--- src/incr_or_move_jump_exec_regs.vh ---
// constants for the increment / or / move / jump execution block
`ifndef INCR_OR_MOVE_JUMP_EXEC_REGS_VH
`define INCR_OR_MOVE_JUMP_EXEC_REGS_VH
// 14-bit instruction opcode fields
`define OPC_FILE_HI 13
`define OPC_FILE_LO 8
`define OPC_LIT_HI 13
`define OPC_LIT_LO 8
`define OPC_JMP_HI 13
`define OPC_JMP_LO 11
`define OPC_INCR_SKIP 6'h0f
`define OPC_INCR 6'h0a
`define OPC_OR_FILE 6'h04
`define OPC_MOVE_FILE 6'h08
`define OPC_OR_LIT 6'h38
`define OPC_OR_LIT_MASK 6'h3e
`define OPC_JUMP 3'h5
// operand fields
`define DEST_BIT 7
`define FADDR_HI 6
`define FADDR_LO 0
`define LIT8_HI 7
`define LIT8_LO 0
`define LIT11_HI 10
`define LIT11_LO 0
`define PCL_UP_HI 4
`define PCL_UP_LO 3
// values
`define DEST_ACC 1'b0
`define ONE8 8'h01
`define ZERO8 8'h00
`define ACC_RST 8'h00
`define PC_RST 13'h0000
`define FLAG_CLR 1'b0
`define FADDR_RST 7'h00
`define PC_STEP 13'h0001
`endif

--- src/incr_or_move_jump_exec.v ---
// execution unit for skip-increment, increment, jump, or-literal, or-file and move-file
`timescale 1ns/100ps
`default_nettype none
`include "incr_or_move_jump_exec_regs.vh"

// Functional notes
// - skip-increment adds one, flags untouched
// - zero result turns next instruction into nop
// - file address 0..127, target 0=acc, 1=file
// - jump loads 11-bit literal, upper from latch
// - jump takes two cycles, flags untouched
// - or-literal ors acc, result acc, zero updated
// - increment adds one, zero flag updated
// - or-file ors acc and file, zero updated
// - move-file copies to chosen target, zero updated
// - move onto itself tests zero, value kept
module incr_or_move_jump_exec (
    input wire clk,
    input wire rstn,
    input wire instr_valid, // one instruction offered per cycle
    input wire [13:0] instr, // fetched instruction word
    input wire [7:0] file_rdata, // addressed file register contents
    input wire [7:0] upper_pc_latch, // upper program counter latch
    output wire instr_ready, // high when a new instruction is accepted
    output wire [6:0] file_addr, // combinational read address
    output reg file_we, // write strobe into file register
    output reg [6:0] file_waddr, // write address
    output reg [7:0] file_wdata, // write data
    output reg [7:0] acc, // accumulator
    output reg zero_flag, // status zero flag
    output reg [12:0] pc, // program counter
    output reg busy // second cycle of a two-cycle instruction
);

    // one-hot states
    localparam [1:0] ST_RUN = 2'b01;
    localparam [1:0] ST_FLUSH = 2'b10;

    reg [1:0] state_q; // current state
    reg [1:0] state_d; // next state

    // decoded operation class of a word
    localparam [2:0] K_NONE = 3'h0;
    localparam [2:0] K_ISKIP = 3'h1;
    localparam [2:0] K_INCR = 3'h2;
    localparam [2:0] K_ORF = 3'h3;
    localparam [2:0] K_MOVE_FILE_OP = 3'h4;
    localparam [2:0] K_ORL = 3'h5;
    localparam [2:0] K_JMP = 3'h6;

    // decode an instruction word into its class
    function [2:0] op_class;
        input [13:0] w;
        begin
            op_class = K_NONE;
            if (w[`OPC_JMP_HI:`OPC_JMP_LO] == `OPC_JUMP)
                op_class = K_JMP;
            else if ((w[`OPC_LIT_HI:`OPC_LIT_LO] & `OPC_OR_LIT_MASK) == `OPC_OR_LIT)
                op_class = K_ORL;
            else if (w[`OPC_FILE_HI:`OPC_FILE_LO] == `OPC_INCR_SKIP)
                op_class = K_ISKIP;
            else if (w[`OPC_FILE_HI:`OPC_FILE_LO] == `OPC_INCR)
                op_class = K_INCR;
            else if (w[`OPC_FILE_HI:`OPC_FILE_LO] == `OPC_OR_FILE)
                op_class = K_ORF;
            else if (w[`OPC_FILE_HI:`OPC_FILE_LO] == `OPC_MOVE_FILE)
                op_class = K_MOVE_FILE_OP;
        end
    endfunction

    // zero test shared by the skip decision and the zero flag
    function is_zero;
        input [7:0] v; // eight-bit result
        begin
            is_zero = (v == `ZERO8);
        end
    endfunction

    wire [2:0] kind = op_class(instr); // class of offered word
    wire dest_file = instr[`DEST_BIT]; // result target select
    wire [7:0] lit8 = instr[`LIT8_HI:`LIT8_LO]; // eight-bit literal
    wire run = (state_q == ST_RUN); // executing, not flushing
    wire go = instr_valid && run; // instruction executes this cycle

    assign instr_ready = run; // flush cycle swallows the next word
    assign file_addr = instr[`FADDR_HI:`FADDR_LO]; // 7-bit address covers 0..127

    reg [7:0] result; // alu result
    reg writes_result; // class produces a destination result
    reg sets_zero; // class updates zero flag
    reg two_cycle; // class needs a flush cycle

    // alu and cycle-count selection
    always @*
    begin
        result = `ZERO8;
        writes_result = 1'b0;
        sets_zero = 1'b0;
        two_cycle = 1'b0;
        case (kind)
            K_ISKIP:
            begin
                result = file_rdata + `ONE8;
                writes_result = 1'b1;
                two_cycle = is_zero(result); // skip only on zero
            end
            K_INCR:
            begin
                result = file_rdata + `ONE8;
                writes_result = 1'b1;
                sets_zero = 1'b1;
            end
            K_ORF:
            begin
                result = acc | file_rdata;
                writes_result = 1'b1;
                sets_zero = 1'b1;
            end
            K_MOVE_FILE_OP:
            begin
                result = file_rdata; // write-back of same value keeps it
                writes_result = 1'b1;
                sets_zero = 1'b1;
            end
            K_ORL:
            begin
                result = acc | lit8;
                sets_zero = 1'b1;
            end
            K_JMP:
            begin
                two_cycle = 1'b1;
            end
            default:
            begin
                result = `ZERO8;
            end
        endcase
    end

    // next state: flush follows a jump or a zero skip
    always @*
    begin
        case (state_q)
            ST_RUN:
                state_d = (go && two_cycle) ? ST_FLUSH : ST_RUN;
            ST_FLUSH:
                state_d = ST_RUN; // exactly one lost cycle
            default:
                state_d = ST_RUN;
        endcase
    end

    // which destination an executing word writes
    wire to_acc = go && ((kind == K_ORL) || (writes_result && (dest_file == `DEST_ACC)));
    wire to_file = go && writes_result && (dest_file != `DEST_ACC); // target 1 writes back
    wire is_jump = go && (kind == K_JMP); // jump taken this cycle

    reg [12:0] pc_d; // next program counter

    // next program counter
    // the refused slot still steps the counter, so after a jump or a skip the
    // next accepted word sits one step past the value loaded or stepped
    always @*
    begin
        pc_d = pc; // idle cycles hold the counter
        if (!run)
        begin
            pc_d = pc + `PC_STEP; // skipped slot still advances
        end
        else if (is_jump)
        begin
            pc_d = {upper_pc_latch[`PCL_UP_HI:`PCL_UP_LO], instr[`LIT11_HI:`LIT11_LO]};
        end
        else if (go)
        begin
            pc_d = pc + `PC_STEP; // single-cycle step
        end
        else
        begin
            pc_d = pc; // nothing offered, nothing moves
        end
    end

    // sequencer state; one refused slot follows a jump or a zero skip
    always @(posedge clk or negedge rstn)
    begin
        if (!rstn)
        begin
            state_q <= ST_RUN; // ready straight out of reset
        end
        else
        begin
            state_q <= state_d;
        end
    end

    // busy marks the refused slot as a registered output
    // registered rather than decoded from state so the pin never glitches
    always @(posedge clk or negedge rstn)
    begin
        if (!rstn)
        begin
            busy <= `FLAG_CLR;
        end
        else
        begin
            busy <= (state_d == ST_FLUSH); // high exactly in the lost cycle
        end
    end

    // program counter register
    always @(posedge clk or negedge rstn)
    begin
        if (!rstn)
        begin
            pc <= `PC_RST;
        end
        else
        begin
            pc <= pc_d;
        end
    end

    // accumulator; or-literal ignores the target bit and always lands here
    always @(posedge clk or negedge rstn)
    begin
        if (!rstn)
        begin
            acc <= `ACC_RST;
        end
        else if (to_acc)
        begin
            acc <= result; // target 0 or or-literal
        end
        else
        begin
            acc <= acc; // a file target leaves the accumulator alone
        end
    end

    // zero flag; skip-increment and jump leave it untouched
    always @(posedge clk or negedge rstn)
    begin
        if (!rstn)
        begin
            zero_flag <= `FLAG_CLR;
        end
        else if (go && sets_zero)
        begin
            zero_flag <= is_zero(result);
        end
        else
        begin
            zero_flag <= zero_flag; // flags untouched
        end
    end

    // file write port: a one-cycle strobe with address and data behind it
    // address and data keep their last value between writes, so the file side
    // must qualify them with the strobe
    always @(posedge clk or negedge rstn)
    begin
        if (!rstn)
        begin
            file_we <= `FLAG_CLR;
            file_waddr <= `FADDR_RST;
            file_wdata <= `ZERO8;
        end
        else
        begin
            file_we <= to_file; // one pulse per write-back
            if (to_file)
            begin
                file_waddr <= file_addr; // 0..127
                file_wdata <= result; // same value back only tests zero
            end
        end
    end

endmodule // incr_or_move_jump_exec
`default_nettype wire

--- config.mk ---
export PLATFORM = sky130hd
export DESIGN_NAME = incr_or_move_jump_exec
export DESIGN_NICKNAME = d
export VERILOG_FILES = /design/src/incr_or_move_jump_exec.v
export VERILOG_INCLUDE_DIRS = /design/src /design/src/src
export SDC_FILE = /design/constraint.sdc
export NUM_CORES = 1
export LEC_CHECK = 0
export BUFFER_PORTS_ARGS = -buffer_cell sky130_fd_sc_hd__buf_2
export CAP_MARGIN = 30
export CORE_ASPECT_RATIO = 0.5
export CORE_MARGIN = 8
export CORE_UTILIZATION = 51
export CTS_BUF_LIST = sky130_fd_sc_hd__clkbuf_4 sky130_fd_sc_hd__clkbuf_8
export DETAILED_ROUTE_END_ITERATION = 8
export GPL_TIMING_DRIVEN = 0
export PLACE_DENSITY = 0.8
export SKIP_CTS_REPAIR_TIMING = 1
export SYNTH_ARGS = -nofsm -noshare
export SYNTH_HDL_FRONTEND = slang
export SYNTH_SLANG_ARGS = --single-unit
export TNS_END_PERCENT = 30
--- constraint.sdc ---
create_clock -name clk -period 4.7 [get_ports clk]
set_input_delay 0 -clock clk [delete_from_list [all_inputs] [get_ports clk]]
set_output_delay 0 -clock clk [all_outputs]
set_load 0.01 [all_outputs]
==> results.md, run 1 <==
- Top cells by area, synth: dfrtp_1 (40%), mux2_2 (5.5%), o21ai_0 (4.9%), nor2_1 (4.6%), a21oi_1 (3.7%)
- Clk Latency, worst-skew pair: 300 ps
- Fin crit share: 45.55%
- CTS Sinks: 40
- CTS H-tree lvls: 2
- Final std cells w/o fill: 413
- Nets@finish: 382
- Iteration-0 DRC Markers: 126
- Sequential area share after synthesis: 40.91%
- Top_reg_cell synth: dfrtp_1
- Worst EP required: 4890 ps
- 1st-pass router iterations: 4
- Yosys top cell area share: 39.84%
- Leading cell type in the layout, fill and taps excluded: buf_2
- Starting Density: 54.33%
- CP Launch Type: register
- Post-synth EDFFs: 0
- Post-synth cell types: 56
- Async SR Flop Fraction: 100.0%
- Core footprint: 0.004509 mm^2
- Initial antenna violation count: 0
- Worst setup margin: 2559 ps
- # port buffers: 69
- Layout area overhead: 22.42%
- Worst slew pin tran: 909.1 ps
- Synthesis Warnings: 0
- Cell area after synthesis: 0.002450 mm^2
- CTS tree: done
- Worst vdd ir: 0.1903 mV
- Placed insts: 404
- # IOs: 80
- Tot GR Track Use: 19.27%
- TNS Setup: 0 ps
- Critical Path End Type: register
- Largest net degree at the start of global routing: 41
- DRT antenna net count: 0
- Crit Path Max Fanout: 10
- P per Cell Area: 383.1 mW/mm^2
- Die Wd: 114.0 um
- Slew HR: 39.39%
- Status: finished, final reports clean
- Share of post-route cells with drive strength above 1: 33.14%
- DR vias/cell: 5.780
- Hold Violations, Final: 0
- Routed WL: 7172 um
- Clock transition at path regs: 80 ps
- Arrival time at the worst endpoint: 2330 ps
- Routability Congestion: 0.9022
- Residual DRC: 0
- Die area: 0.007412 mm^2
- N_diodes: 0
- Max Root-Sink Buffers: 2
- Period minus WS final: 2141 ps
- DIE HEIGHT: 65.01 um
- Pre-CTS setup slack: 2561 ps
- Slew Viols, Final: 0
- Worst hold path type: input pin to register
- Number of max-cap violations: 0
- Total grt overflow: 0
- Register bit total from synthesis: 40
- Post-Synthesis Net Count: 305
- Worst setup path category: register to register
- Setup Skew: 5.129 ps
- Syn avg cell area: 9.107 um^2
- CTS root buf: clkbuf_8
- CTS Buf Count: 5
- Post-DR wirelength/cell: 17.37 um
- Fmax: 0.4671 GHz
- DPL Wire Length: 5466 um
- Site Rows: 17
- First-pass GRT wire length: 11480 um
- Lkg Pwr: 1.436 nW
- Largest area contributor in the netlist: dfrtp_1
- Setup violations, final: 0
- Vias in the first global route: 2284
- Most frequent cells in the layout: buf_2 (74), dfrtp_1 (39), nor2_1 (30), o21ai_0 (24)
- DR vias: 2387
- RSZ-0062 raised after global routing: no
- Synthesized netlist cell count: 269
==> where the power goes <==
part	switching, mW	internal (mW)	leakage (nW)	total, mW
clock network	0.129	0.157	0.0541	0.286
logic	0.201	0.160	0.880	0.361
registers	0.0755	0.426	0.501	0.502
total	0.405	0.744	1.44	1.15
==> critical path, stage by stage (launching register included) <==
cell and delay [ps]:
dfstp_2 530, and3b_1 150, clkbuf_1 220, nand4b_1 400, clkbuf_1 350, a311oi_1 380
==> logic make-up after synthesis <==
| family | count (synthesis) | synth area share [%] |
|---|---|---|
| simple gates | 99 | 20.89 |
| compound gates | 83 | 22.68 |
| flops | 40 | 40.91 |
| buf+inv | 26 | 5.822 |
| mux | 14 | 6.742 |
| xor+xnor | 4 | 1.430 |
| fa+ha+maj | 3 | 1.532 |
==> metal layers <==
layer / up-vias / global-route usage [%] / wire [um]
li1: 1144 / - / -
met1: 1144 / 24.51 / 3041
met2: 91 / 32.48 / 3486
met3: 8 / 4.340 / 577
met4: 0 / 5.255 / 67
met5: - / 0 / 0
==> synthesized netlist by cell type (all sizes together), types with 3 or more instances <==
master,count
a21oi,19
a22oi,5
a31oi,6
and3,13
buf,15
clkbuf,8
dfrtp,39
ha,3
inv,3
mux2,14
nand2,18
nand2b,3
nand3,13
nor2,30
nor2b,3
nor3,5
o21ai,29
o22ai,3
xnor2,3
==> per-stage QoR <==
step	utilization [%]	hold WS, ps	power [mW]	area [um^2]
2_1_floorplan	-	-295.6	0.7021	2450
3_3_place_gp	63.82	168.9	0.8521	2878
3_5_place_dp	63.82	186.3	0.8690	2878
4_1_cts	66.29	-132.6	1.155	2989
5_1_grt	66.51	22.00	1.215	2999
6_report	66.51	22.59	1.149	2999
==> final timing paths <==
check                           endpoint  cells past startpoint  slack, ps     startpoint
hold / removal                     pc[1]                      3         20       instr[1]
hold reg to reg            file_waddr[0]                      1        510  file_waddr[0]
setup / recovery                   pc[0]                      5       2560     state_q[0]
min in group asynchronous  file_wdata[2]                      2        370           rstn
max in group asynchronous          pc[7]                      2       3750           rstn
setup reg to reg                   pc[0]                      5       2560     state_q[0]
==> sequential cells by signal (all words and copies together), names as in the netlist <==
name / flops
busy: 1
state_q: 1
file_we: 1
zero_flag: 1
file_wdata: 8
acc: 8
pc: 13
file_waddr: 7
==> layout make-up <==
class	count	area, um^2
inverters	3	11.26
flip-flops and latches	40	1002
well taps	66	82.58
plain buffers	23	131.4
clock inverters	3	42.54
clock buffers	5	68.82
repair buffers	70	355.3
fillers	373	1510
multi-input cells	203	1305
Power figures use the tool's default switching activity.
==> inputs of run 2 (changes only) <==
==> constraint.sdc (replaced) <==
create_clock -name clk -period 2.2 [get_ports clk]
set_input_delay 0 -clock clk [delete_from_list [all_inputs] [get_ports clk]]
set_output_delay 0 -clock clk [all_outputs]
set_load 0.01 [all_outputs]
==> results.md, run 2 (synthesized netlist as in run 1, its figures left out) <==
- Critical Path End Type: register (unchanged)
- Clock transition at path regs: 80 ps (about the same)
- Initial antenna violation count: 0 (unchanged)
- CTS tree: done (unchanged)
- # IOs: 80 (unchanged)
- Iteration-0 DRC Markers: 117 (was 126)
- N_diodes: 0 (unchanged)
- Leading cell type in the layout, fill and taps excluded: buf_2 (unchanged)
- Max FFs per register: 13 (unchanged)
- Max incr delay on CP: 530 ps (about the same)
- DR vias: 2389 (was 2387)
- Worst slew pin tran: 910.5 ps (was 909.1 ps)
- Lkg Pwr: 1.448 nW (was 1.436 nW)
- Post-DR wirelength/cell: 17.52 um (was 17.37 um)
- Fmax: 0.4971 GHz (was 0.4671 GHz)
- CTS root buf: clkbuf_8 (unchanged)
- DR vias/cell: 5.757 (was 5.780)
- Core footprint: 0.004509 mm^2 (unchanged)
- Core Util, Final: 66.95% (was 66.51%)
- Vias in the first global route: 2284 (unchanged)
- Hold Violations, Final: 0 (unchanged)
- Max Root-Sink Buffers: 2 (unchanged)
- Slew HR: 39.30% (was 39.39%)
- Worst vdd ir: 0.4070 mV (was 0.1903 mV)
- Share of post-route cells with drive strength above 1: 33.81% (was 33.14%)
- 1st-pass router iterations: 4 (unchanged)
- # port buffers: 69 (unchanged)
- Largest register by flop count: pc (unchanged)
- Site Rows: 17 (unchanged)
- Nets@finish: 384 (was 382)
- CTS Buf Count: 5 (unchanged)
- Number of max-cap violations: 0 (unchanged)
- Largest net degree at the start of global routing: 41 (unchanged)
- Status: finished, final reports clean (unchanged)
- P per Cell Area: 815.6 mW/mm^2 (was 383.1 mW/mm^2)
- Crit Path Max Fanout: 10 (unchanged)
- Residual DRC: 0 (unchanged)
- Final instance area: 0.003019 mm^2 (was 0.002999 mm^2)
- Arrival time at the worst endpoint: 2200 ps (was 2330 ps)
- Most frequent cells in the layout: buf_2 (74), dfrtp_1 (39), nor2_1 (30), o21ai_0 (24) (unchanged)
- CP Launch Type: register (unchanged)
- Worst hold path type: input pin to register (unchanged)
- CTS H-tree lvls: 2 (unchanged)
- Starting Density: 54.33% (unchanged)
- DRT antenna net count: 0 (unchanged)
- Worst setup path category: register to register (unchanged)
- RSZ-0062 raised after global routing: no (unchanged)
- Fin crit share: 91.44% (was 45.55%)
- Period minus WS final: 2012 ps (was 2141 ps)
- Slew Viols, Final: 0 (unchanged)
- Routability Congestion: 0.9022 (unchanged)
- Worst EP required: 2390 ps (was 4890 ps)
- Biggest regs: pc x13, acc x8, file_wdata x8 (unchanged)
- First-pass GRT wire length: 11480 um (unchanged)
- Total grt overflow: 0 (unchanged)
- CP max stage cell: dfstp_2 (unchanged)
- Die area: 0.007412 mm^2 (unchanged)
- DPL Wire Length: 5466 um (unchanged)
- Die Wd: 114.0 um (unchanged)
- Clk Latency, worst-skew pair: 300 ps (about the same)
- Setup violations, final: 0 (unchanged)
- Setup Skew: 4.714 ps (was 5.129 ps)
- # fillers: 373 (unchanged)
- Placed Area: 0.002878 mm^2 (unchanged)
- CTS Sinks: 40 (unchanged)
- TNS Setup: 0 ps (unchanged)
- Routed WL: 7272 um (was 7172 um)
- Crit path cell chain: and3b_1 > clkbuf_2 > nand2_1 > a2111oi_4 > buf_6 > mux2_2 (was and3b_1 > clkbuf_1 > nand4b_1 > clkbuf_1 > a311oi_1)
- Tot GR Track Use: 19.27% (unchanged)
- Layout area overhead: 23.24% (was 22.42%)
- DIE HEIGHT: 65.01 um (unchanged)
## run 2: critical path, delay by kind of cell, from the launching register on
family	cells	cell delay, ps
flip-flops	1	530
AO/OA/AOI/OAI	1	400
buffers and inverters	2	370
multiplexers	1	350
AND/OR/NAND/NOR	2	250
## run 2: area by class of cell
cell class	instances	area [um^2]	area share [%]
Buffer	23	136.4	4.517
Timing Repair Buffer	72	370.4	12.27
Clock buffer	5	68.82	2.279
Tap cell	66	82.58	2.735
Sequential cell	40	1002	33.20
Multi-Input combinational cell	203	1305	43.22
Clock inverter	3	42.54	1.409
Inverter	3	11.26	0.3730
## run 2: through the flow
stage | worst slack, ps | hold slack [ps] | instances | total power, mW
finish | 188.3 | 19.30 | 415 | 2.462
global route | 110.3 | 21.93 | 415 | 2.597
CTS | 46.38 | -132.6 | 412 | 2.468
detailed placement | 60.80 | 186.3 | 404 | 1.857
global placement | 125.6 | 168.9 | 404 | 1.820
floorplan | 262.7 | -295.6 | 269 | 1.500
## run 2: worst paths after layout
kind / startpoint / endpoint / slack (ps) / cells past startpoint
worst max register to register: state_q[0] / file_wdata[0] / 190 / 6
worst max-delay path: state_q[0] / file_wdata[0] / 190 / 6
worst min-delay path: instr[2] / file_waddr[2] / 20 / 2
min in group asynchronous: rstn / file_wdata[2] / 370 / 2
worst min register to register: zero_flag / zero_flag / 510 / 2
max in group asynchronous: rstn / pc[8] / 1250 / 2
## run 2: metal layers
layer / GRT usage [%] / share of wire [%] / vias to the layer above
met5: 0 / 0 / -
met4: 5.255 / 0.78 / 0
met3: 4.340 / 7.1 / 6
met2: 32.48 / 49 / 85
met1: 24.51 / 43 / 1147
li1: - / - / 1151
## run 2: report_power, final
part	leakage (nW)	switching, mW	internal [mW]	total (mW)
Sequential	0.501	0.163	0.911	1.07
Clock	0.0541	0.279	0.336	0.615
Combinational	0.893	0.430	0.344	0.774
Total	1.45	0.872	1.59	2.46
==> inputs of run 3 (changes only) <==
--- a/config.mk
+++ b/config.mk
@@ -10,11 +10,11 @@
 export CAP_MARGIN = 30
 export CORE_ASPECT_RATIO = 0.5
 export CORE_MARGIN = 8
-export CORE_UTILIZATION = 51
+export CORE_UTILIZATION = 47
 export CTS_BUF_LIST = sky130_fd_sc_hd__clkbuf_4 sky130_fd_sc_hd__clkbuf_8
 export DETAILED_ROUTE_END_ITERATION = 8
 export GPL_TIMING_DRIVEN = 0
-export PLACE_DENSITY = 0.8
+export PLACE_DENSITY = 0.78
 export SKIP_CTS_REPAIR_TIMING = 1
 export SYNTH_ARGS = -nofsm -noshare
 export SYNTH_HDL_FRONTEND = slang
==> constraint.sdc (replaced) <==
create_clock -name clk -period 1.7 [get_ports clk]
set_input_delay 0 -clock clk [delete_from_list [all_inputs] [get_ports clk]]
set_output_delay 0 -clock clk [all_outputs]
set_load 0.01 [all_outputs]
==> results.md, run 3 (synthesized netlist as in run 1, its figures left out) <==
- Status: finished with violations (was finished, final reports clean)
- Failing checks: negative setup slack
- Clock power frac: 20.7% (was 25.0%)
- CTS Buf Count: 5 (unchanged)
- Die area: 0.007919 mm^2 (was 0.007412 mm^2)
- Hold Violations, Final: 0 (unchanged)
- Fmax: 0.5427 GHz (was 0.4971 GHz)
- Area of the multi-input gates: 0.001424 mm^2 (was 0.001305 mm^2)
- Lkg Pwr: 1.524 nW (was 1.448 nW)
- Comb pwr share: 35.2% (was 31.4%)
- Power share of the sequential group: 44.1% (was 43.6%)
- Clk Latency, worst-skew pair: 290 ps (was 300 ps)
- Worst slew pin tran: 898.7 ps (was 910.5 ps)
- Core Util, Final: 64.48% (was 66.95%)
- Worst R2R Start: state_q[0] (unchanged)
- Fin crit share: 108.4% (was 91.44%)
- Worst Hold Depth: 3 (was 2)
- Worst R2R End: file_waddr[5] (was file_wdata[0])
- Site Rows: 18 (was 17)
- Highest routed layer: met4 (unchanged)
- RSZ-0062 raised after global routing: yes (was no)
- Routed WL: 7794 um (was 7272 um)
- DIE HEIGHT: 67.05 um (was 65.01 um)
- Total grt overflow: 0 (unchanged)
- Iteration-0 DRC Markers: 201 (was 117)
- Most frequent cells in the layout: buf_2 (74), dfrtp_1 (39), nor2_1 (30), o21ai_0 (21) (was buf_2 (74), dfrtp_1 (39), nor2_1 (30), o21ai_0 (24))
- Clock transition at path regs: 80 ps (about the same)
- Worst hold path type: input pin to register (unchanged)
- Slew HR: 40.09% (was 39.30%)
- Max FFs per register: 13 (unchanged)
- CTS tree: done (unchanged)
- DR vias/cell: 5.803 (was 5.757)
- DRT antenna net count: 0 (unchanged)
- Leading cell type in the layout, fill and taps excluded: buf_2 (unchanged)
- Crit Path Max Fanout: 5 (was 10)
- Metal-1 WL: 3285 um (was 3143 um)
- CTS H-tree lvls: 2 (unchanged)
- Arrival time at the worst endpoint: 2020 ps (was 2200 ps)
- Post-DR wirelength/cell: 18.30 um (was 17.52 um)
- Share of post-route cells with drive strength above 1: 40.17% (was 33.81%)
- WL met2: 3819 um (was 3555 um)
- Placed Area: 0.002932 mm^2 (was 0.002878 mm^2)
- Residual DRC: 0 (unchanged)
- Critical Path End Type: register (unchanged)
- N_diodes: 0 (unchanged)
- Worst setup path category: register to register (unchanged)
- Switch Pwr: 1.164 mW (was 0.8720 mW)
- Pre-CTS setup slack: -353.1 ps (was 60.80 ps)
- Placed insts: 408 (was 404)
- Sw frac: 36.41% (was 35.41%)
- Largest net degree at the start of global routing: 41 (unchanged)
- Layout area overhead: 31.00% (was 23.24%)
- Setup violations, final: 19 (was 0)
- CP Launch Type: register (unchanged)
- First-pass GRT wire length: 11740 um (was 11480 um)
- Number of max-cap violations: 0 (unchanged)
- Min-delay src: upper_pc_latch[3] (was instr[2])
- Nets@finish: 391 (was 384)
- Tot GR Track Use: 18.38% (was 19.27%)
- Period minus WS final: 1843 ps (was 2012 ps)
- Worst setup margin: -142.5 ps (was 188.3 ps)
- R2R cell count: 6 (unchanged)
- Biggest regs: pc x13, acc x8, file_wdata x8 (unchanged)
- Routability Congestion: 0.9151 (was 0.9022)
- Core footprint: 0.004977 mm^2 (was 0.004509 mm^2)
- Die Wd: 118.1 um (was 114.0 um)
- 1st-pass router iterations: 5 (was 4)
- Max Root-Sink Buffers: 2 (unchanged)
- CTS Sinks: 40 (unchanged)
- DPL Wire Length: 5560 um (was 5466 um)
- P per Cell Area: 996.4 mW/mm^2 (was 815.6 mW/mm^2)
- Hold Slack: 32.78 ps (was 19.30 ps)
- # port buffers: 69 (unchanged)
- Worst vdd ir: 0.4592 mV (was 0.4070 mV)
- Largest register by flop count: pc (unchanged)
- CTS root buf: clkbuf_8 (unchanged)
- Slew Viols, Final: 0 (unchanged)
- Vias in the first global route: 2354 (was 2284)
- DR vias: 2472 (was 2389)
- Internal power: 2.034 mW (was 1.590 mW)
- Worst EP required: 1880 ps (was 2390 ps)
- Wire length on met3: 536 um (was 515 um)
- Hold Path End: pc[11] (was file_waddr[2])
- Internal reg-to-reg setup slack: -140 ps (was 190 ps)
- Final std cells w/o fill: 426 (was 415)
- Initial antenna violation count: 0 (unchanged)
- # fillers: 427 (was 373)
- Setup Skew: 8.022 ps (was 4.714 ps)
- Starting Density: 49.22% (was 54.33%)
- Sequential cell area: 0.001002 mm^2 (unchanged)
- Final instance area: 0.003209 mm^2 (was 0.003019 mm^2)
- # IOs: 80 (unchanged)
==> run 3: cell count changes in the layout (fill, tap and decap cells not counted), sizes merged <==
cell,previous run,this run
buf,86,96
bufinv,1,0
clkbuf,13,11
clkinv,1,2
clkinvlp,1,0
==> run 3: how the worst max path moves through the flow <==
stage | slack (ps) | endpoint | startpoint | cells past startpoint
after floorplan | -90 | file_waddr[1] | state_q[0] | 6
after global placement | -280 | pc[8] | state_q[0] | 6
after detailed placement | -350 | pc[8] | state_q[0] | 6
after CTS | -380 | pc[8] | state_q[0] | 6
after global routing | -210 | pc[12] | pc[0] | 7
final | -140 | file_waddr[5] | state_q[0] | 6
==> run 3: metal layers <==
| metal | vias up | global-route usage, % |
|---|---|---|
| met2 | 110 | 30.64 |
| met5 | - | 0 |
| met1 | 1178 | 22.90 |
| met3 | 17 | 4.469 |
| met4 | 0 | 7.267 |
| li1 | 1167 | - |
==> run 3: power by group through the flow <==
stage               Sequential [mW]  Clock [mW]  Combinational (mW)
floorplan                      1.48           0               0.486
global placement               1.39           0               0.995
detailed placement             1.41           0                1.03
CTS                            1.39       0.670                1.04
global route                   1.45       0.718                1.24
finish                         1.41       0.662                1.12
==> run 3: final cells by class <==
cell class	instances	area share [%]
Buffer	23	5.146
Clock buffer	6	2.573
Clock inverter	2	0.3119
Inverter	3	0.3509
Multi-Input combinational cell	203	44.37
Sequential cell	40	31.23
Tap cell	70	2.729
Timing Repair Buffer	79	13.29
==> run 3: critical path: stages, from the launching register on <==
cell and delay (ps):
dfstp_2 530, and3b_1 170, buf_6 120, nand2_4 50, a2111oi_4 320, buf_4 240, mux2_4 310
==> run 3: metrics by stage <==
step,setup TNS [ps],power [mW]
floorplan,-946.2,1.970
global placement,-6099,2.387
detailed placement,-8611,2.432
CTS,-7482,3.095
global route,-2903,3.403
finish,-1500,3.198
